**src/hw/ira_regs.svh**
```systemverilog
// register offsets, field positions, reset values of the register-access block
// assumes inclusion by ira_pkg and ira_top only
`ifndef IRA_REGS_SVH
`define IRA_REGS_SVH

`define IRA_OFS_PORT_SEL    8'h4C
`define IRA_OFS_CTRL        8'hB0
`define IRA_OFS_OFFSET      8'hB1
`define IRA_OFS_DATA        8'hB2
`define IRA_OFS_IDENT5      8'hF4
`define IRA_OFS_IDENT6      8'hF5
`define IRA_OFS_ALIAS0      8'hF8
`define IRA_OFS_ALIAS1      8'hF9
`define IRA_OFS_SPARE_FA    8'hFA
`define IRA_OFS_SPARE_FB    8'hFB

`define IRA_CTRL_SEL_HI     5
`define IRA_CTRL_SEL_LO     2
`define IRA_CTRL_AUTOINC    1

`define IRA_PAGE_PATTERN    4'h0
`define IRA_PAGE_CH0        4'h1
`define IRA_PAGE_CH1        4'h2
`define IRA_PAGE_ALL        4'h6

`define IRA_PG_LO           8'h01
`define IRA_PG_HI           8'h1F
`define IRA_PG_DEPTH        31
`define IRA_TM_LO           8'h40
`define IRA_TM_HI           8'h48
`define IRA_TM_DEPTH        9
`define IRA_TST_HI          8'h14
`define IRA_TST_DEPTH       21

`define IRA_OFS_PAT_CTL     8'h01
`define IRA_OFS_PAT_CFG     8'h02
`define IRA_PAT_ON_BIT      0
`define IRA_FIXED_BIT       7
`define IRA_BARS_HI         5
`define IRA_BARS_LO         4
`define IRA_BSIZE_HI        3
`define IRA_BSIZE_LO        0

`define IRA_RST_CTRL        5'h00
`define IRA_RST_OFFSET      8'h00
`define IRA_RST_PORT_SEL    8'h01
`define IRA_RST_ALIAS       7'h00
`define IRA_RST_PAT_CTL     8'h00
`define IRA_RST_PAT_CFG     8'h33

`endif

```
**src/hw/ira_pkg.sv**
```systemverilog
// types of the register-access block
// assumes ira_regs.svh on the include path
`include "ira_regs.svh"

package ira_pkg;

	typedef struct packed {
		logic [4:0]                             ctrl;
		logic [7:0]                             offset;
		logic [7:0]                             port_sel;
		logic [6:0]                             alias0;
		logic [6:0]                             alias1;
		logic [`IRA_PG_DEPTH-1:0][7:0]          pg;
		logic [`IRA_TM_DEPTH-1:0][7:0]          tm;
		logic [`IRA_TST_DEPTH-1:0][7:0]         ch0;
		logic [`IRA_TST_DEPTH-1:0][7:0]         ch1;
		logic [7:0]                             rdata;
		logic                                   rvalid;
		logic                                   acc_valid;
		logic [1:0]                             acc_port;
	} ira_state_t;

endpackage

```
**src/hw/ira_top.sv**
```systemverilog
// register access: alias decoding, indirect window, identification bytes
// assumes an i2c target front end delivering one decoded byte access per txn_valid
`timescale 1ns/1ps
`include "ira_regs.svh"

module ira_top #(
	parameter logic [7:0] IDENT5 = 8'hA5,            // arbitrary value
	parameter logic [7:0] IDENT6 = 8'h5A             // arbitrary value
) (
	input  wire logic       core_clk,                // 25 MHz clock
	input  wire logic       arst_n,                  // async reset, active low
	input  wire logic [6:0] main_dev_addr,           // device's own i2c address
	input  wire logic       txn_valid,               // one byte access this cycle
	input  wire logic       txn_write,               // 1 write, 0 read
	input  wire logic [6:0] txn_dev_addr,            // i2c address of the access
	input  wire logic [7:0] txn_offset,              // register offset
	input  wire logic [7:0] txn_wdata,               // write byte
	output logic      [7:0] rdata,                   // read byte
	output logic            rvalid,                  // read answer pulse
	output logic            acc_valid,               // accepted access pulse
	output logic      [1:0] acc_port,                // receive ports reached
	output logic            pattern_on,              // pattern generator enable
	output logic            fixed_colour_select,     // 1 fixed colours, 0 bars
	output logic      [1:0] colour_bar_count,        // bar count code
	output logic      [3:0] block_size               // fixed field size
);

	ira_pkg::ira_state_t s_reg;
	ira_pkg::ira_state_t s_next;

	logic       hit_main;
	logic       hit0;
	logic       hit1;
	logic       hit_any;
	logic       data_acc;
	logic [3:0] page_sel;

	function automatic logic in_test(input logic [7:0] off);
		in_test = (off <= `IRA_TST_HI);
	endfunction

	function automatic logic [7:0] page_read(input ira_pkg::ira_state_t st,
	                                         input logic [3:0] sel,
	                                         input logic [7:0] off);
		logic [7:0] i;
		i = 8'h00;
		page_read = 8'h00;
		case (sel)
			`IRA_PAGE_PATTERN:
			begin
				if (off >= `IRA_PG_LO && off <= `IRA_PG_HI)
				begin
					i = off - `IRA_PG_LO;
					page_read = st.pg[i];
				end
				else if (off >= `IRA_TM_LO && off <= `IRA_TM_HI)
				begin
					i = off - `IRA_TM_LO;
					page_read = st.tm[i];
				end
			end
			`IRA_PAGE_CH0, `IRA_PAGE_ALL:
			begin
				if (in_test(off))
					page_read = st.ch0[off];
			end
			`IRA_PAGE_CH1:
			begin
				if (in_test(off))
					page_read = st.ch1[off];
			end
			default:
				page_read = 8'h00;
		endcase
	endfunction

	assign page_sel = s_reg.ctrl[`IRA_CTRL_SEL_HI-1:`IRA_CTRL_SEL_LO-1];
	assign hit_main = (txn_dev_addr == main_dev_addr);
	assign hit0     = (s_reg.alias0 != 7'h00) && (txn_dev_addr == s_reg.alias0);
	assign hit1     = (s_reg.alias1 != 7'h00) && (txn_dev_addr == s_reg.alias1);
	assign hit_any  = txn_valid && (hit_main || hit0 || hit1);
	assign data_acc = hit_any && (txn_offset == `IRA_OFS_DATA);

	always_comb
	begin
		logic [7:0] idx;
		idx = 8'h00;
		s_next = s_reg;
		s_next.rvalid = 1'b0;
		s_next.acc_valid = 1'b0;
		if (hit_any)
		begin
			s_next.acc_valid = 1'b1;
			if (hit_main)
				s_next.acc_port = s_reg.port_sel[1:0];
			else if (hit0)
				s_next.acc_port = 2'b01;
			else
				s_next.acc_port = 2'b10;
			// shared registers below answer on every matched address
			if (txn_write)
			begin
				if (txn_offset == `IRA_OFS_PORT_SEL)
					s_next.port_sel = txn_wdata;
				else if (txn_offset == `IRA_OFS_CTRL)
					s_next.ctrl = txn_wdata[`IRA_CTRL_SEL_HI:`IRA_CTRL_AUTOINC];
				else if (txn_offset == `IRA_OFS_OFFSET)
					s_next.offset = txn_wdata;
				else if (txn_offset == `IRA_OFS_ALIAS0)
					s_next.alias0 = txn_wdata[7:1];
				else if (txn_offset == `IRA_OFS_ALIAS1)
					s_next.alias1 = txn_wdata[7:1];
				else if (txn_offset == `IRA_OFS_DATA)
				begin
					case (page_sel)
						`IRA_PAGE_PATTERN:
						begin
							if (s_reg.offset >= `IRA_PG_LO && s_reg.offset <= `IRA_PG_HI)
							begin
								idx = s_reg.offset - `IRA_PG_LO;
								s_next.pg[idx] = txn_wdata;
							end
							else if (s_reg.offset >= `IRA_TM_LO && s_reg.offset <= `IRA_TM_HI)
							begin
								idx = s_reg.offset - `IRA_TM_LO;
								s_next.tm[idx] = txn_wdata;
							end
						end
						`IRA_PAGE_CH0:
						begin
							if (in_test(s_reg.offset))
								s_next.ch0[s_reg.offset] = txn_wdata;
						end
						`IRA_PAGE_CH1:
						begin
							if (in_test(s_reg.offset))
								s_next.ch1[s_reg.offset] = txn_wdata;
						end
						`IRA_PAGE_ALL:
						begin
							if (in_test(s_reg.offset))
							begin
								s_next.ch0[s_reg.offset] = txn_wdata;
								s_next.ch1[s_reg.offset] = txn_wdata;
							end
						end
						default:
							idx = 8'h00;
					endcase
				end
			end
			else
			begin
				s_next.rvalid = 1'b1;
				if (txn_offset == `IRA_OFS_PORT_SEL)
					s_next.rdata = s_reg.port_sel;
				else if (txn_offset == `IRA_OFS_CTRL)
					s_next.rdata = {2'b00, s_reg.ctrl, 1'b0};
				else if (txn_offset == `IRA_OFS_OFFSET)
					s_next.rdata = s_reg.offset;
				else if (txn_offset == `IRA_OFS_DATA)
					s_next.rdata = page_read(s_reg, page_sel, s_reg.offset);
				else if (txn_offset == `IRA_OFS_IDENT5)
					s_next.rdata = IDENT5;
				else if (txn_offset == `IRA_OFS_IDENT6)
					s_next.rdata = IDENT6;
				else if (txn_offset == `IRA_OFS_ALIAS0)
					s_next.rdata = {s_reg.alias0, 1'b0};
				else if (txn_offset == `IRA_OFS_ALIAS1)
					s_next.rdata = {s_reg.alias1, 1'b0};
				else
					s_next.rdata = 8'h00;
			end
			if (data_acc && s_reg.ctrl[0])
				s_next.offset = s_reg.offset + 8'h01;
		end
	end

	always_ff @(posedge core_clk or negedge arst_n)
	begin
		if (!arst_n)
		begin
			s_reg <= '0;
			s_reg.ctrl <= `IRA_RST_CTRL;
			s_reg.offset <= `IRA_RST_OFFSET;
			s_reg.port_sel <= `IRA_RST_PORT_SEL;
			s_reg.alias0 <= `IRA_RST_ALIAS;
			s_reg.alias1 <= `IRA_RST_ALIAS;
			s_reg.pg[0] <= `IRA_RST_PAT_CTL;
			s_reg.pg[1] <= `IRA_RST_PAT_CFG;
		end
		else
			s_reg <= s_next;
	end

	assign rdata               = s_reg.rdata;
	assign rvalid              = s_reg.rvalid;
	assign acc_valid           = s_reg.acc_valid;
	assign acc_port            = s_reg.acc_port;
	assign pattern_on          = s_reg.pg[0][`IRA_PAT_ON_BIT];
	assign fixed_colour_select = s_reg.pg[1][`IRA_FIXED_BIT];
	assign colour_bar_count    = s_reg.pg[1][`IRA_BARS_HI:`IRA_BARS_LO];
	assign block_size          = s_reg.pg[1][`IRA_BSIZE_HI:`IRA_BSIZE_LO];

	a_ident_read: assert property (@(posedge core_clk) disable iff (!arst_n)
		hit_any && !txn_write && txn_offset == `IRA_OFS_IDENT5
		|=> rvalid && rdata == IDENT5)
		else $error("ident byte five read wrong");

	a_alias_zero: assert property (@(posedge core_clk) disable iff (!arst_n)
		txn_valid && txn_dev_addr == 7'h00 && main_dev_addr != 7'h00 && s_reg.alias0 == 7'h00
		&& s_reg.alias1 == 7'h00 |=> !acc_valid && !rvalid)
		else $error("disabled alias decoder answered");

	a_alias0_port: assert property (@(posedge core_clk) disable iff (!arst_n)
		txn_valid && hit0 && !hit_main |=> acc_valid && acc_port == 2'b01)
		else $error("alias zero did not reach port 0");

	a_alias1_port: assert property (@(posedge core_clk) disable iff (!arst_n)
		txn_valid && hit1 && !hit0 && !hit_main |=> acc_port == 2'b10)
		else $error("alias one did not reach port 1");

	a_port_select: assert property (@(posedge core_clk) disable iff (!arst_n)
		txn_valid && hit_main |=> acc_port == $past(s_reg.port_sel[1:0]))
		else $error("main address ignored port select");

	a_auto_inc: assert property (@(posedge core_clk) disable iff (!arst_n)
		data_acc && s_reg.ctrl[0] |=> s_reg.offset == $past(s_reg.offset) + 8'h01)
		else $error("offset did not advance");

	a_offset_hold: assert property (@(posedge core_clk) disable iff (!arst_n)
		data_acc && !s_reg.ctrl[0] |=> $stable(s_reg.offset))
		else $error("offset moved without auto-increment");

	a_pattern_on: assert property (@(posedge core_clk) disable iff (!arst_n)
		data_acc && txn_write && page_sel == `IRA_PAGE_PATTERN
		&& s_reg.offset == `IRA_OFS_PAT_CTL |=> pattern_on == $past(txn_wdata[0]))
		else $error("pattern enable not written");

	a_cfg_readback: assert property (@(posedge core_clk) disable iff (!arst_n)
		data_acc && !txn_write && page_sel == `IRA_PAGE_PATTERN
		&& s_reg.offset == `IRA_OFS_PAT_CFG
		|=> rvalid && rdata == {fixed_colour_select, $past(s_reg.pg[1][6]),
		colour_bar_count, block_size})
		else $error("config readback mismatch");

	a_spare_zero: assert property (@(posedge core_clk) disable iff (!arst_n)
		hit_any && !txn_write && (txn_offset == `IRA_OFS_SPARE_FA
		|| txn_offset == `IRA_OFS_SPARE_FB) |=> rvalid && rdata == 8'h00)
		else $error("reserved byte not zero");

	a_ident_six: assert property (@(posedge core_clk) disable iff (!arst_n)
		hit_any && !txn_write && txn_offset == `IRA_OFS_IDENT6
		|=> rvalid && rdata == IDENT6)
		else $error("ident byte six read wrong");

	a_ro_ignore: assert property (@(posedge core_clk) disable iff (!arst_n)
		hit_any && txn_write && (txn_offset == `IRA_OFS_IDENT5 || txn_offset == `IRA_OFS_IDENT6
		|| txn_offset == `IRA_OFS_SPARE_FA || txn_offset == `IRA_OFS_SPARE_FB)
		|=> $stable({s_reg.ctrl, s_reg.offset, s_reg.port_sel, s_reg.alias0, s_reg.alias1}))
		else $error("read-only write changed state");

	a_page_all: assert property (@(posedge core_clk) disable iff (!arst_n)
		data_acc && txn_write && page_sel == `IRA_PAGE_ALL && in_test(s_reg.offset)
		|=> s_reg.ch0[$past(s_reg.offset)] == $past(txn_wdata)
		&& s_reg.ch1[$past(s_reg.offset)] == $past(txn_wdata))
		else $error("write-all page missed a channel");

	a_fixed_select: assert property (@(posedge core_clk) disable iff (!arst_n)
		data_acc && txn_write && page_sel == `IRA_PAGE_PATTERN && s_reg.offset == `IRA_OFS_PAT_CFG
		|=> fixed_colour_select == $past(txn_wdata[`IRA_FIXED_BIT]))
		else $error("fixed colour select not written");

	a_bar_count: assert property (@(posedge core_clk) disable iff (!arst_n)
		data_acc && txn_write && page_sel == `IRA_PAGE_PATTERN && s_reg.offset == `IRA_OFS_PAT_CFG
		|=> colour_bar_count == $past(txn_wdata[`IRA_BARS_HI:`IRA_BARS_LO]))
		else $error("colour bar count not written");

	a_block_size: assert property (@(posedge core_clk) disable iff (!arst_n)
		data_acc && txn_write && page_sel == `IRA_PAGE_PATTERN && s_reg.offset == `IRA_OFS_PAT_CFG
		|=> block_size == $past(txn_wdata[`IRA_BSIZE_HI:`IRA_BSIZE_LO]))
		else $error("block size not written");

	a_ctrl_page: assert property (@(posedge core_clk) disable iff (!arst_n)
		hit_any && txn_write && txn_offset == `IRA_OFS_CTRL |=> page_sel == $past(txn_wdata[5:2]))
		else $error("page select not taken from control");

endmodule

```
**config.mk**
```make
export PLATFORM = sky130hd
export DESIGN_NAME = ira_top
export DESIGN_NICKNAME = d
export VERILOG_FILES = /design/src/hw/ira_pkg.sv /design/src/hw/ira_top.sv
export VERILOG_INCLUDE_DIRS = /design/src /design/src/hw
export SDC_FILE = /design/constraint.sdc
export NUM_CORES = 1
export LEC_CHECK = 0
export ABC_CLOCK_PERIOD_IN_PS = 6250
export BUFFER_PORTS_ARGS = -buffer_cell sky130_fd_sc_hd__buf_2
export CAP_MARGIN = 25
export CORE_MARGIN = 1.5
export CORE_UTILIZATION = 30
export CTS_CLUSTER_DIAMETER = 30
export CTS_CLUSTER_SIZE = 20
export DETAILED_ROUTE_END_ITERATION = 10
export PLACE_DENSITY_LB_ADDON = 0.12
export SYNTH_ARGS = -nofsm -noshare
export SYNTH_HDL_FRONTEND = slang
export SYNTH_SLANG_ARGS = --single-unit
```
**constraint.sdc**
```tcl
create_clock -name core_clk -period 6.25 [get_ports core_clk]
set_input_delay 0.3125 -clock core_clk [delete_from_list [all_inputs] [get_ports core_clk]]
set_output_delay 0.3125 -clock core_clk [all_outputs]
set_load 0.02 [all_outputs]
```
==> impl_metrics.env <==
export IMPL_seq_area_frac_synth=0.517
export IMPL_clk_pin_slew_ps=50
export IMPL_antenna_found_initial=9
export IMPL_ys_warnings_count=0
export IMPL_setup_worst_path_end_class="flop"
export IMPL_whs_ps=39.6
export IMPL_cp_arrival_ps=5370
export IMPL_cts_buffer_depth=3
export IMPL_cp_required_ps=6880
export IMPL_mappedNetlistArea_um2=34000
export IMPL_h_tree_depth=4
export IMPL_holdBufCountCts=5
export IMPL_r2r_setup_slack_ps=1510
export IMPL_die_w_um=340
export IMPL_grt_pass1_vias=23300
export IMPL_row_count=123
export IMPL_skew_ps=35.8
export IMPL_synth_edf_count=0
export IMPL_relSlewSlack=0.222
export IMPL_power_switching_mw=3.22
export IMPL_finalWirelength_um=108000
export IMPL_fin_crit_sh=0.758
export IMPL_via_count=21300
export IMPL_grt_max_degree=178
export IMPL_max_slew_worst_pin_slew_ps=1170
export IMPL_ys_ff_latch=703
export IMPL_synth_top_area_frac=0.514
export IMPL_place_gp_congestion=0.914
export IMPL_async_flop_share=1.00
export IMPL_ir_worst_vdd_mv=0.218
export IMPL_power_leakage_nw=19.9
export IMPL_fp_dieArea_um2=115000
export IMPL_core_region_area_um2=112000
export IMPL_pin_count=54
export IMPL_antenna_left=0
export IMPL_maxSlewViolCount=0
export IMPL_hpwlAfterDp_um=69000
export IMPL_rr_worst_depth=8
export IMPL_sequentialPowerShare=0.306
export IMPL_tns_ps=0
export IMPL_post_drt_wl_per_cell_um=26.1
export IMPL_cts_setup_buffers=0
export IMPL_fin_crit_ps=4740
export IMPL_cts_tree="done"
export IMPL_power_density_nw_per_um2=350
export IMPL_comb_power_share=0.018
export IMPL_final_hold_viol_count=0
export IMPL_critPathMaxFanout=41
export IMPL_synth_nets=2391
export IMPL_num_fill_cells=10500
export IMPL_cp_start_kind="flop"
export IMPL_rsz0062_at_grt="no"
export IMPL_p_clk_frac=0.676
export IMPL_yosysUniqueCellTypes=81
export IMPL_max_freq_ghz=0.211
export IMPL_setup_viol=0
export IMPL_cts_resized=0
export IMPL_drv_cap=0
export IMPL_clock_sinks=703
export IMPL_hold_class="primary input to flop"
export IMPL_synth_top_cell_by_area="dfrtp_1"
export IMPL_drt_iter0_markers=1268
export IMPL_stdcell_count=4123
export IMPL_fp_dieH_um=340
export IMPL_swShare=0.215
export IMPL_root_buffer="clkbuf_16"
export IMPL_run_status="finished clean"
export IMPL_routed_via_density=5.17
export IMPL_grt_pass1_wl_um=163000
export IMPL_path_class="flop to flop"
export IMPL_drc=0
export IMPL_syn_to_final_growth_pct=25.7
export IMPL_netlist_top_cells_area="dfrtp_1 (51%), mux2_2 (22%), mux4_2 (9.7%)"
export IMPL_setup_worst_path_start="s_reg[690]"
export IMPL_syn_area_per_cell_um2=14.5
export IMPL_insertion_delay_ps=760
export IMPL_start_util=0.302
export IMPL_drive_gt1_frac=0.513
export IMPL_internal_power_mw=11.7
export IMPL_port_buffer_count=53
export IMPL_synth_ff_type="dfrtp_1"
export IMPL_placed_cells=3763
export IMPL_r2r_start="s_reg[690]"
export IMPL_nets=2498
export IMPL_grt_util_all_layers=0.189
export IMPL_drt_pass1_iterations=7
export IMPL_cts_buffers=186
export IMPL_grt_ovfl_total=0
export IMPL_synthCells=2352
[power groups by stage]
| stage | Sequential (mW) | Combinational (mW) | Clock (mW) |
|---|---|---|---|
| after floorplan | 4.64 | 0.0850 | 0 |
| after global placement | 4.64 | 0.262 | 0 |
| after detailed placement | 4.64 | 0.271 | 0 |
| after CTS | 4.58 | 0.276 | 10.3 |
| after global routing | 4.58 | 0.302 | 10.6 |
| final | 4.58 | 0.269 | 10.1 |
[placed cells by master (no fill, tap or decap), drive strengths merged, types with 33 or more instances in the layout]
cell type	Yosys	routed
dfrtp	698	698
clkbuf	135	244
nand2	116	116
mux4	147	147
nor2	49	49
buf	56	105
mux2	706	706
nor3	33	33
clkinv	2	58
nor4	48	48
[cell usage after synthesis (8+ instances only)]
cell type / number
nor2b_1: 16
a22o_1: 8
nand3_1: 31
nand2_1: 114
dfrtp_1: 698
and2_1: 9
mux2_1: 11
a221oi_1: 10
buf_2: 30
a21oi_1: 29
nor2_1: 49
nand2b_1: 11
and3_1: 22
mux4_2: 147
nor4_1: 10
mux2_2: 671
mux2i_1: 15
clkbuf_1: 135
nor4_4: 34
o22ai_1: 8
buf_4: 19
nor3_1: 26
o21ai_0: 26
xnor2_1: 10
xor2_1: 14
a22oi_1: 18
mux2_4: 24
[metrics by stage]
step | cell area [um^2] | setup WS, ps | power, mW | utilization
final | 42800 | 1510 | 15.0 | 0.380
after global routing | 42800 | 1400 | 15.5 | 0.380
after CTS | 42700 | 1540 | 15.1 | 0.379
after detailed placement | 35900 | 1580 | 4.92 | 0.319
after floorplan | 34000 | 2080 | 4.73 | -
after global placement | 35800 | 1590 | 4.91 | 0.318
[cell families (layout without fill, tap and decap cells)]
group,count (synthesis),after routing,synth area share
compound gates,178,178,0.0377
xor+xnor,24,24,0.00618
fa+ha+maj,5,5,0.00184
buf+inv,200,467,0.0255
flops,703,703,0.517
mux,868,868,0.338
other cells,0,4,0
simple gates,374,374,0.0731
[area by class of cell]
type | count | area [um^2] | share of cell area
timing repair buffer | 110 | 870 | 0.0203
tap | 1500 | 1880 | 0.0439
clock buffer | 244 | 5220 | 0.122
clock inverter | 104 | 1550 | 0.0363
sequential | 703 | 17600 | 0.412
multi-input combinational | 1449 | 15600 | 0.365
antenna | 4 | 10.0 | 0.000234
inverter | 9 | 33.8 | 0.000790
[worst min path at each step]
stage	start	endpoint	slack, ps	depth (start not counted)
4_1_cts	txn_offset[0]	rdata[0]	50	4
5_1_grt	txn_wdata[0]	flop	30	2
2_1_floorplan	arst_n	asynchronous set/reset pin	20	0
3_3_place_gp	arst_n	asynchronous set/reset pin	380	1
3_5_place_dp	arst_n	asynchronous set/reset pin	390	1
6_report	txn_wdata[0]	flop	40	2
[metal layers]
| layer | global-route usage | up-vias | routed length [um] | share of wire |
|---|---|---|---|---|
| li1 | - | 9130 | - | - |
| met1 | 0.251 | 11400 | 47900 | 0.45 |
| met2 | 0.297 | 577 | 50100 | 0.47 |
| met3 | 0.0507 | 199 | 6440 | 0.060 |
| met4 | 0.0676 | 10 | 3100 | 0.029 |
| met5 | 0 | - | 57 | 0.00053 |
[critical path: stages, from the launching register on]
cell,delay (ps)
dfrtp_4,900
clkinv_1,210
buf_4,250
ha_1,310
or4b_1,250
o211a_1,400
nand3_1,850
nor4_4,1000
mux2_2,410
(Power assumes the default switching activity.)
